`config.mk`:
```
export PLATFORM = sky130hd
export DESIGN_NAME = sscmd_top
export DESIGN_NICKNAME = d
export VERILOG_FILES = /design/src/rtl/sscmd_pkg.sv /design/src/rtl/sscmd_fifo.sv /design/src/rtl/sscmd_top.sv
export VERILOG_INCLUDE_DIRS = /design/src /design/src/rtl
export SDC_FILE = /design/constraint.sdc
export NUM_CORES = 2
export LEC_CHECK = 0
export BUFFER_PORTS_ARGS = -buffer_cell sky130_fd_sc_hd__buf_4
export CORE_ASPECT_RATIO = 1.2
export CORE_MARGIN = 3
export CORE_UTILIZATION = 60
export CTS_BUF_LIST = sky130_fd_sc_hd__clkbuf_16
export CTS_CLUSTER_SIZE = 10
export DETAILED_ROUTE_END_ITERATION = 12
export PLACE_DENSITY = 0.78
export SYNTH_ARGS = -nofsm -noshare
export SYNTH_HDL_FRONTEND = slang
export SYNTH_SLANG_ARGS = --single-unit
```
`constraint.sdc`:
```
create_clock -name ref_clk -period 42.8 [get_ports ref_clk]
set_input_delay 8.56 -clock ref_clk [delete_from_list [all_inputs] [get_ports ref_clk]]
set_output_delay 8.56 -clock ref_clk [all_outputs]
set_load 0.005 [all_outputs]
```
`src/rtl/sscmd_regs.svh`:
```
// register indices, characters, bit fields and timing counts
`ifndef SSCMD_REGS_SVH
`define SSCMD_REGS_SVH
`define SSC_CLK_PERIOD_NS   100
`define SSC_SERVO_PERIOD_NS 120000
`define SSC_SERVO_CYC       (`SSC_SERVO_PERIOD_NS / `SSC_CLK_PERIOD_NS)
`define SSC_CMD_WRITE       32'h0000000B
`define SSC_CMD_READ        32'h0000000C
`define SSC_REG_POS         4'h1
`define SSC_REG_DELAY       4'h5
`define SSC_REG_ACCUM       4'hA
`define SSC_REG_MODE        4'hB
`define SSC_REG_CMD_VEL     4'hC
`define SSC_REG_ACCEL       4'hD
`define SSC_REG_SAVE        4'hF
`define SSC_MODE_FOLLOW     0
`define SSC_MODE_REVERSE    1
`define SSC_RST_MODE        32'h00000000
`define SSC_RST_CMD_VEL     32'h00000000
`define SSC_RST_ACCEL       32'h00000100
`define SSC_RST_ADDR        8'h10
`define SSC_CH_AT           8'h40
`define SSC_CH_SP           8'h20
`define SSC_CH_CR           8'h0D
`define SSC_CH_0            8'h30
`define SSC_CH_9            8'h39
`define SSC_CH_A            8'h41
`define SSC_CH_ACK          8'h2A
`define SSC_CH_DATA         8'h23
`define SSC_CH_ERR          8'h21
`define SSC_VEL_SHIFT       16
`endif

```
`src/rtl/sscmd_pkg.sv`:
```
// types shared by the command interpreter
package sscmd_pkg;
  typedef enum logic [1:0] {
    SSCMD_HUNT,
    SSCMD_FIELD,
    SSCMD_EXEC,
    SSCMD_REPLY
  } sscmd_state_t;
  typedef enum logic [1:0] {
    SSCMD_ACK,
    SSCMD_DATA,
    SSCMD_ERR
  } sscmd_reply_t;
endpackage

```
`src/rtl/sscmd_fifo.sv`:
```
// reply byte fifo with valid and ready on both sides
`timescale 1ns/1ps
module sscmd_fifo #(
  parameter int W = 8,
  parameter int D = 8
) (
  input  wire logic         clk,
  input  wire logic         rst_n,
  input  wire logic [W-1:0] in_data,
  input  wire logic         in_valid,
  output logic              in_ready,
  output logic [W-1:0]      out_data,
  output logic              out_valid,
  input  wire logic         out_ready
);
  localparam int AW = $clog2(D);
  logic [W-1:0]  mem_reg [D];
  logic [AW-1:0] wr_reg;
  logic [AW-1:0] rd_reg;
  logic [AW:0]   cnt_reg;
  wire           push = in_valid && in_ready;
  wire           pop  = out_valid && out_ready;

  assign in_ready  = (cnt_reg != (AW+1)'(D));
  assign out_valid = (cnt_reg != '0);
  assign out_data  = mem_reg[rd_reg];

  always_ff @(posedge clk)
  begin
    if (!rst_n)
    begin
      wr_reg  <= '0;
      rd_reg  <= '0;
      cnt_reg <= '0;
    end
    else
    begin
      if (push)
        wr_reg <= (wr_reg == AW'(D-1)) ? '0 : wr_reg + AW'(1);
      if (pop)
        rd_reg <= (rd_reg == AW'(D-1)) ? '0 : rd_reg + AW'(1);
      cnt_reg <= cnt_reg + (AW+1)'(push) - (AW+1)'(pop);
    end
  end

  always_ff @(posedge clk)
  begin
    if (push)
      mem_reg[wr_reg] <= in_data;
  end
endmodule

```
`src/rtl/sscmd_top.sv`:
```
// serial command interpreter and trajectory front end
`timescale 1ns/1ps
`include "sscmd_regs.svh"
module sscmd_top #(
  parameter int FIFO_DEPTH = 8,
  parameter int SERVO_CYC  = `SSC_SERVO_CYC
) (
  input  wire logic        ref_clk,
  input  wire logic        rst_n,
  input  wire logic [7:0]  unit_addr,
  input  wire logic [7:0]  rx_data,
  input  wire logic        rx_valid,
  output logic             rx_ready,
  output logic [7:0]       tx_data,
  output logic             tx_valid,
  input  wire logic        tx_ready,
  input  wire logic [31:0] enc_count,
  input  wire logic [31:0] act_pos,
  input  wire logic [31:0] act_vel,
  input  wire logic [31:0] act_acc,
  output logic             servo_tick,
  output logic [31:0]      tgt_pos,
  output logic [31:0]      tgt_vel,
  output logic [31:0]      tgt_acc,
  output logic [31:0]      torque,
  output logic             reboot
);
  localparam logic [11:0] TICK_LAST = 12'(SERVO_CYC - 1);

  function automatic logic [31:0] dec_acc(input logic [31:0] a,
                                          input logic [7:0]  c);
    dec_acc = 32'(a * 32'h0000000A) + {28'h0, c[3:0]};
  endfunction

  function automatic logic [7:0] hex_ch(input logic [3:0] n);
    hex_ch = (n < 4'hA) ? (`SSC_CH_0 + {4'h0, n})
                        : (`SSC_CH_A + {4'h0, n} - 8'h0A);
  endfunction

  function automatic logic [31:0] flip(input logic [31:0] v,
                                       input logic        rev);
    flip = rev ? (32'h0 - v) : v;
  endfunction

  sscmd_pkg::sscmd_state_t state_reg;
  sscmd_pkg::sscmd_reply_t kind_reg;
  logic [31:0] acc_reg;
  logic [31:0] f_addr_reg;
  logic [31:0] f_cmd_reg;
  logic [31:0] f_p1_reg;
  logic [2:0]  fidx_reg;
  logic        digit_reg;
  logic [3:0]  bidx_reg;
  logic [31:0] rdata_reg;
  logic [31:0] regs_reg [16];
  logic [31:0] save_mode_reg;
  logic [31:0] save_vel_reg;
  logic [31:0] save_acc_reg;
  logic [11:0] tick_cnt_reg;
  logic [31:0] pos_reg;
  logic [31:0] vel_reg;
  logic [31:0] acc_out_reg;
  logic [31:0] enc_prev_reg;

  // host side byte decoding
  wire        rx_take   = rx_valid && rx_ready;
  wire        is_digit  = (rx_data >= `SSC_CH_0) && (rx_data <= `SSC_CH_9);
  wire        is_at     = (rx_data == `SSC_CH_AT);
  wire        is_sp     = (rx_data == `SSC_CH_SP);
  wire        is_cr     = (rx_data == `SSC_CH_CR);
  wire [31:0] acc_next  = dec_acc(acc_reg, rx_data);
  wire [3:0]  ridx      = f_p1_reg[3:0];
  wire        idx_ok    = (f_p1_reg[31:4] == 28'h0);
  wire        addr_hit  = (f_addr_reg == {24'h0, unit_addr});
  // command code and field count tell a read (three fields) from a write (four)
  wire        do_write  = (f_cmd_reg == `SSC_CMD_WRITE) && (fidx_reg == 3'h4)
                          && idx_ok && (ridx != `SSC_REG_POS);
  wire        do_read   = (f_cmd_reg == `SSC_CMD_READ) && (fidx_reg == 3'h3)
                          && idx_ok;
  wire        exec_wr   = (state_reg == sscmd_pkg::SSCMD_EXEC) && addr_hit
                          && do_write;

  // reply byte selection
  logic [7:0] rbyte;
  wire  [3:0] last_idx  = (kind_reg == sscmd_pkg::SSCMD_DATA) ? 4'h9 : 4'h1;
  wire  [3:0] nib_sel   = 4'h8 - bidx_reg;
  wire  [3:0] nib       = 4'(rdata_reg >> {nib_sel[2:0], 2'b00});
  wire        fifo_rdy;
  wire        push      = (state_reg == sscmd_pkg::SSCMD_REPLY);
  wire        push_done = push && fifo_rdy && (bidx_reg == last_idx);

  always_comb
  begin
    rbyte = `SSC_CH_CR;
    if (bidx_reg == 4'h0)
    begin
      case (kind_reg)
        sscmd_pkg::SSCMD_ACK:  rbyte = `SSC_CH_ACK;
        sscmd_pkg::SSCMD_DATA: rbyte = `SSC_CH_DATA;
        default:               rbyte = `SSC_CH_ERR;
      endcase
    end
    else if (bidx_reg != last_idx)
      rbyte = hex_ch(nib);
  end

  assign rx_ready = (state_reg == sscmd_pkg::SSCMD_HUNT)
                 || (state_reg == sscmd_pkg::SSCMD_FIELD);

  // parser and reply sequencer
  always_ff @(posedge ref_clk)
  begin
    if (!rst_n)
    begin
      state_reg  <= sscmd_pkg::SSCMD_HUNT;
      kind_reg   <= sscmd_pkg::SSCMD_ACK;
      acc_reg    <= '0;
      f_addr_reg <= '0;
      f_cmd_reg  <= '0;
      f_p1_reg   <= '0;
      fidx_reg   <= '0;
      digit_reg  <= 1'b0;
      bidx_reg   <= '0;
      rdata_reg  <= '0;
    end
    else
    begin
      case (state_reg)
        sscmd_pkg::SSCMD_HUNT:
        begin
          if (rx_take && is_at)
          begin
            state_reg <= sscmd_pkg::SSCMD_FIELD;
            acc_reg   <= '0;
            fidx_reg  <= '0;
            digit_reg <= 1'b0;
          end
        end
        sscmd_pkg::SSCMD_FIELD:
        begin
          if (rx_take)
          begin
            if (is_digit)
            begin
              acc_reg   <= acc_next;
              digit_reg <= 1'b1;
            end
            else if ((is_sp || is_cr) && digit_reg)
            begin
              case (fidx_reg)
                3'h0:    f_addr_reg <= acc_reg;
                3'h1:    f_cmd_reg  <= acc_reg;
                3'h2:    f_p1_reg   <= acc_reg;
                3'h3:    rdata_reg  <= acc_reg;
                default: ;
              endcase
              acc_reg   <= '0;
              digit_reg <= 1'b0;
              // saturate so surplus fields stay an error
              if (fidx_reg != 3'h7)
                fidx_reg <= fidx_reg + 3'h1;
              if (is_cr)
                state_reg <= sscmd_pkg::SSCMD_EXEC;
            end
            else if (is_at)
            begin
              acc_reg   <= '0;
              fidx_reg  <= '0;
              digit_reg <= 1'b0;
            end
            else
              state_reg <= sscmd_pkg::SSCMD_HUNT;
          end
        end
        sscmd_pkg::SSCMD_EXEC:
        begin
          bidx_reg <= '0;
          if (!addr_hit)
            state_reg <= sscmd_pkg::SSCMD_HUNT;
          else
          begin
            state_reg <= sscmd_pkg::SSCMD_REPLY;
            if (do_read)
            begin
              kind_reg  <= sscmd_pkg::SSCMD_DATA;
              rdata_reg <= (ridx == `SSC_REG_POS) ? act_pos : regs_reg[ridx];
            end
            else if (do_write)
              kind_reg <= sscmd_pkg::SSCMD_ACK;
            else
              kind_reg <= sscmd_pkg::SSCMD_ERR;
          end
        end
        sscmd_pkg::SSCMD_REPLY:
        begin
          if (fifo_rdy)
            bidx_reg <= bidx_reg + 4'h1;
          if (push_done)
            state_reg <= sscmd_pkg::SSCMD_HUNT;
        end
        default: state_reg <= sscmd_pkg::SSCMD_HUNT;
      endcase
    end
  end

  sscmd_fifo #(
    .W (8),
    .D (FIFO_DEPTH)
  ) u_tx_fifo (
    .clk       (ref_clk),
    .rst_n     (rst_n),
    .in_data   (rbyte),
    .in_valid  (push),
    .in_ready  (fifo_rdy),
    .out_data  (tx_data),
    .out_valid (tx_valid),
    .out_ready (tx_ready)
  );

  always_ff @(posedge ref_clk)
  begin
    if (!rst_n || servo_tick)
      tick_cnt_reg <= '0;
    else
      tick_cnt_reg <= tick_cnt_reg + 12'h1;
  end
  assign servo_tick = (tick_cnt_reg == TICK_LAST);

  wire save_hit = exec_wr && (ridx == `SSC_REG_SAVE);

  // register file, delay count and saved parameters
  always_ff @(posedge ref_clk)
  begin
    if (!rst_n)
    begin
      for (int i = 0; i < 16; i++)
        regs_reg[i] <= '0;
      regs_reg[`SSC_REG_MODE]    <= `SSC_RST_MODE;
      regs_reg[`SSC_REG_CMD_VEL] <= `SSC_RST_CMD_VEL;
      regs_reg[`SSC_REG_ACCEL]   <= `SSC_RST_ACCEL;
      save_mode_reg <= `SSC_RST_MODE;
      save_vel_reg  <= `SSC_RST_CMD_VEL;
      save_acc_reg  <= `SSC_RST_ACCEL;
      reboot        <= 1'b0;
    end
    else
    begin
      reboot <= save_hit;
      if (reboot)
      begin
        regs_reg[`SSC_REG_MODE]    <= save_mode_reg;
        regs_reg[`SSC_REG_CMD_VEL] <= save_vel_reg;
        regs_reg[`SSC_REG_ACCEL]   <= save_acc_reg;
      end
      else if (save_hit)
      begin
        save_mode_reg <= regs_reg[`SSC_REG_MODE];
        save_vel_reg  <= regs_reg[`SSC_REG_CMD_VEL];
        save_acc_reg  <= regs_reg[`SSC_REG_ACCEL];
      end
      else if (exec_wr)
        regs_reg[ridx] <= rdata_reg;
      if (servo_tick && (regs_reg[`SSC_REG_DELAY] != 32'h0)
          && !(exec_wr && (ridx == `SSC_REG_DELAY)))
        regs_reg[`SSC_REG_DELAY] <= regs_reg[`SSC_REG_DELAY] - 32'h1;
    end
  end

  wire        follow   = regs_reg[`SSC_REG_MODE][`SSC_MODE_FOLLOW];
  wire        reverse  = regs_reg[`SSC_REG_MODE][`SSC_MODE_REVERSE];
  wire [31:0] cmd_vel  = regs_reg[`SSC_REG_CMD_VEL];
  wire [31:0] step     = regs_reg[`SSC_REG_ACCEL];
  wire [31:0] vel_diff = cmd_vel - vel_reg;
  wire        vel_up   = !vel_diff[31];
  wire [31:0] vel_gap  = vel_up ? vel_diff : (32'h0 - vel_diff);
  wire [31:0] vel_step = (vel_gap < step) ? vel_gap : step;
  wire [31:0] ctl_vel  = vel_up ? (vel_reg + vel_step) : (vel_reg - vel_step);
  wire [31:0] ctl_acc  = vel_up ? vel_step : (32'h0 - vel_step);
  wire [31:0] enc_dv   = enc_count - enc_prev_reg;

  // trajectory point per servo cycle
  always_ff @(posedge ref_clk)
  begin
    if (!rst_n || reboot)
    begin
      pos_reg      <= '0;
      vel_reg      <= '0;
      acc_out_reg  <= '0;
      enc_prev_reg <= '0;
    end
    else if (servo_tick)
    begin
      enc_prev_reg <= enc_count;
      if (follow)
      begin
        pos_reg     <= enc_count;
        vel_reg     <= enc_dv;
        acc_out_reg <= enc_dv - vel_reg;
      end
      else
      begin
        vel_reg     <= ctl_vel;
        acc_out_reg <= ctl_acc;
        pos_reg     <= pos_reg + 32'($signed(ctl_vel) >>> `SSC_VEL_SHIFT);
      end
    end
  end

  assign tgt_pos = flip(pos_reg, reverse);
  assign tgt_vel = flip(vel_reg, reverse);
  assign tgt_acc = flip(acc_out_reg, reverse);

  always_ff @(posedge ref_clk)
  begin
    if (!rst_n)
      torque <= '0;
    else
      torque <= (tgt_pos - act_pos) + (tgt_vel - act_vel)
              + (tgt_acc - act_acc);
  end
endmodule

```
==> flow_summary.json <==
{
  "finalSetupViolCount": 0,
  "final_nets": 7153,
  "r2r_setup_slack_ns": 27.00,
  "finalCritPeriodShare_pct": 36.9,
  "worstSetupStartpointType": "register",
  "worstSetupPathType": "register to register",
  "setup_tns_ns": 0,
  "fp.coreArea_sq_um": 104000,
  "final_cell_mix": "nand2_1, edfxtp_1, a21oi_1",
  "overflow": 0,
  "arrival_ns": 16.43,
  "r2r-end": "pos_reg[31]",
  "drt_iter0_drc": 6182,
  "synth.cell_area_sq_um": 63400,
  "gp_congestion": 0.973,
  "fmax_mhz": 63.3,
  "vdd_drop_max_uv": 38.5,
  "die_height_um": 362,
  "p_leak_nw": 27.0,
  "num_vias": 51600,
  "finalHoldViolCount": 0,
  "layoutNonFillerInstCount": 8036,
  "dpl_cell_area_sq_um": 66900,
  "p_per_area_nw_per_um2": 36.3,
  "synth_ff_type": "edfxtp_1",
  "avgRoutedWirePerCell_um": 25.3,
  "h-tree-depth": 3,
  "maxCapViolCount": 0,
  "crit_path_top_delay_cell": "o31ai_1",
  "cts-root-buf": "clkbuf_16",
  "synth_warnings": 0,
  "io_pins": 288,
  "hold_end": "tick_cnt_reg[0]",
  "worst_slew_pin_slew_ns": 1.31,
  "yosysUniqueCellTypes": 113,
  "yosysSeqAreaShare_pct": 41.4,
  "drive_above_1_share_pct": 12.0,
  "cts_buffers": 117,
  "syn-instance-count": 6389,
  "ys_ff_latch": 1026,
  "r2r_start": "vel_reg[2]",
  "cpPeakStageDelay_ns": 1.10,
  "end_kind": "register",
  "period_minus_slack_ns": 15.80,
  "grt_pass1_wl_mm": 303,
  "dp_cells": 7825,
  "cts_resized": 0,
  "async_flop_share_pct": 0,
  "std_cell_rows": 129,
  "viasPerCell": 6.42,
  "grt_pass1_vias": 49800,
  "final_cell_area_sq_um": 70400,
  "antenna_found_initial": 6,
  "area_growth_pct": 11.1,
  "cts.sinks": 1026,
  "drtAntennaViolNets": 0,
  "crit_fanout": 71,
  "clk_path_buf_depth": 3,
  "rsz0062_at_grt": "no",
  "drc_errors": 0,
  "drv_slew": 0,
  "track_usage_pct": 36.7,
  "first_pass_iters": 8,
  "syn_avg_cell_area_sq_um": 9.92,
  "clkLatencyLatePin_ns": 0.76,
  "postCtsSetupBuffers": 0,
  "relSlewSlack_pct": 11.7,
  "largest_register_ffs": 512,
  "portBuffers": 286,
  "skew_ns": 0.0498,
  "grt_max_degree": 193,
  "outcome": "complete, no violations",
  "cp.required_ns": 43.43,
  "die_area_sq_um": 110000,
  "start_util_pct": 61.0,
  "final_common_cell": "nand2_1",
  "hold_path_depth": 1,
  "finalPower_mw": 2.55,
  "cts.reportedPaths.clkPinSlew_ns": 0.06,
  "cpMostUsedCell": "nand2_1",
  "die-width_um": 303,
  "routed_wl_mm": 204,
  "r2r_cells": 54,
  "hold_class": "register to register",
  "cts_tree": "yes",
  "min-delay-start": "tick_cnt_reg[0]",
  "hold_slack_ns": 0.447,
  "ctsHoldBuffers": 0,
  "synth_edf_count": 568,
  "hpwl_mm": 145
}
[through the flow]
step | worst slack [ns] | utilization, %
final | 27.00 | 67.7
after global routing | 25.85 | 67.7
after CTS | 27.36 | 67.7
after detailed placement | 27.38 | 64.3
after global placement | 27.67 | 64.3
after floorplan | 28.69 | -
[how the worst max path moves through the flow]
| stage | slack (ns) | start | to |
|---|---|---|---|
| floorplan | 28.69 | enc_count[0] | acc_out_reg[31] |
| detailed placement | 27.38 | vel_reg[2] | pos_reg[31] |
| finish | 27.00 | vel_reg[2] | pos_reg[31] |
| CTS | 27.36 | vel_reg[2] | pos_reg[31] |
| global placement | 27.67 | enc_count[0] | acc_out_reg[31] |
| global route | 25.85 | vel_reg[1] | pos_reg[31] |
[Yosys cell counts (all sizes together) (40+ instances only)]
| master | instances | area share [%] |
|---|---|---|
| a211oi | 61 | 0.75 |
| a21o | 60 | 0.71 |
| a21oi | 554 | 4.4 |
| a22o | 99 | 1.4 |
| and2 | 317 | 3.1 |
| and3 | 75 | 0.74 |
| buf | 43 | 0.33 |
| clkbuf | 313 | 1.9 |
| dfxtp | 458 | 14 |
| edfxtp | 568 | 27 |
| fa | 131 | 4.1 |
| ha | 305 | 6.0 |
| inv | 323 | 1.9 |
| mux2i | 63 | 1.0 |
| mux4 | 182 | 6.5 |
| nand2 | 800 | 4.7 |
| nand2b | 45 | 0.44 |
| nand3 | 97 | 0.77 |
| nand4 | 44 | 0.43 |
| nor2 | 444 | 2.6 |
| nor3 | 119 | 0.99 |
| nor4 | 61 | 0.69 |
| o211ai | 48 | 0.57 |
| o21ai | 232 | 1.8 |
| o31ai | 40 | 0.51 |
| xnor2 | 296 | 4.1 |
| xor2 | 131 | 1.8 |
[logic make-up (layout without fill, tap and decap cells)]
| logic type | count (synthesis) | in the layout | share of synthesized area, % |
|---|---|---|---|
| XOR/XNOR | 427 | 427 | 5.93 |
| flip-flops | 1026 | 1026 | 41.4 |
| buffers and inverters | 682 | 888 | 4.12 |
| AND/OR/NAND/NOR | 2188 | 2188 | 16.8 |
| other | 1 | 67 | 0.00592 |
| multiplexers | 254 | 254 | 7.64 |
| adder cells (fa/ha/maj) | 436 | 436 | 10.2 |
| AO/OA/AOI/OAI | 1375 | 1375 | 13.9 |
[routing by layer]
layer,track usage (%),vias to the layer above,part of all wire [%]
met4,27.0,2,8.6
met1,44.3,25000,35
li1,-,23200,-
met3,6.72,646,9.4
met5,0,-,0.0064
met2,59.0,2711,47
[report_power, final]
group / internal (mW) / total (mW) / leakage [nW] / switching (mW)
combinational: 0.213 / 0.526 / 16.0 / 0.313
clock: 0.510 / 0.923 / 1.96 / 0.413
sequential: 1.08 / 1.10 / 9.08 / 0.0247
total: 1.80 / 2.55 / 27.0 / 0.750
[layout make-up]
class | instances | area, sq um
Antenna cell | 2 | 5.00
Tap cell | 1375 | 1720
Clock inverter | 90 | 515
Clock buffer | 119 | 2980
Multi-Input combinational cell | 4745 | 35000
Inverter | 326 | 1230
Timing Repair Buffer | 353 | 2680
Fill cell | 7893 | 33600
Sequential cell | 1026 | 26200
[critical path: cells and delay by family (launching register included)]
| family | cells | cell delay [ns] |
|---|---|---|
| buffers and inverters | 6 | 1.71 |
| xor gates and xnor gates | 3 | 0.52 |
| AOI/OAI and AO/OA | 19 | 5.96 |
| and+or+nand+nor | 21 | 5.05 |
| DFF | 1 | 0.42 |
| adders and majority gates | 4 | 1.48 |
| muxes | 1 | 0.51 |
Note: power is estimated with default switching activity, not from simulation.
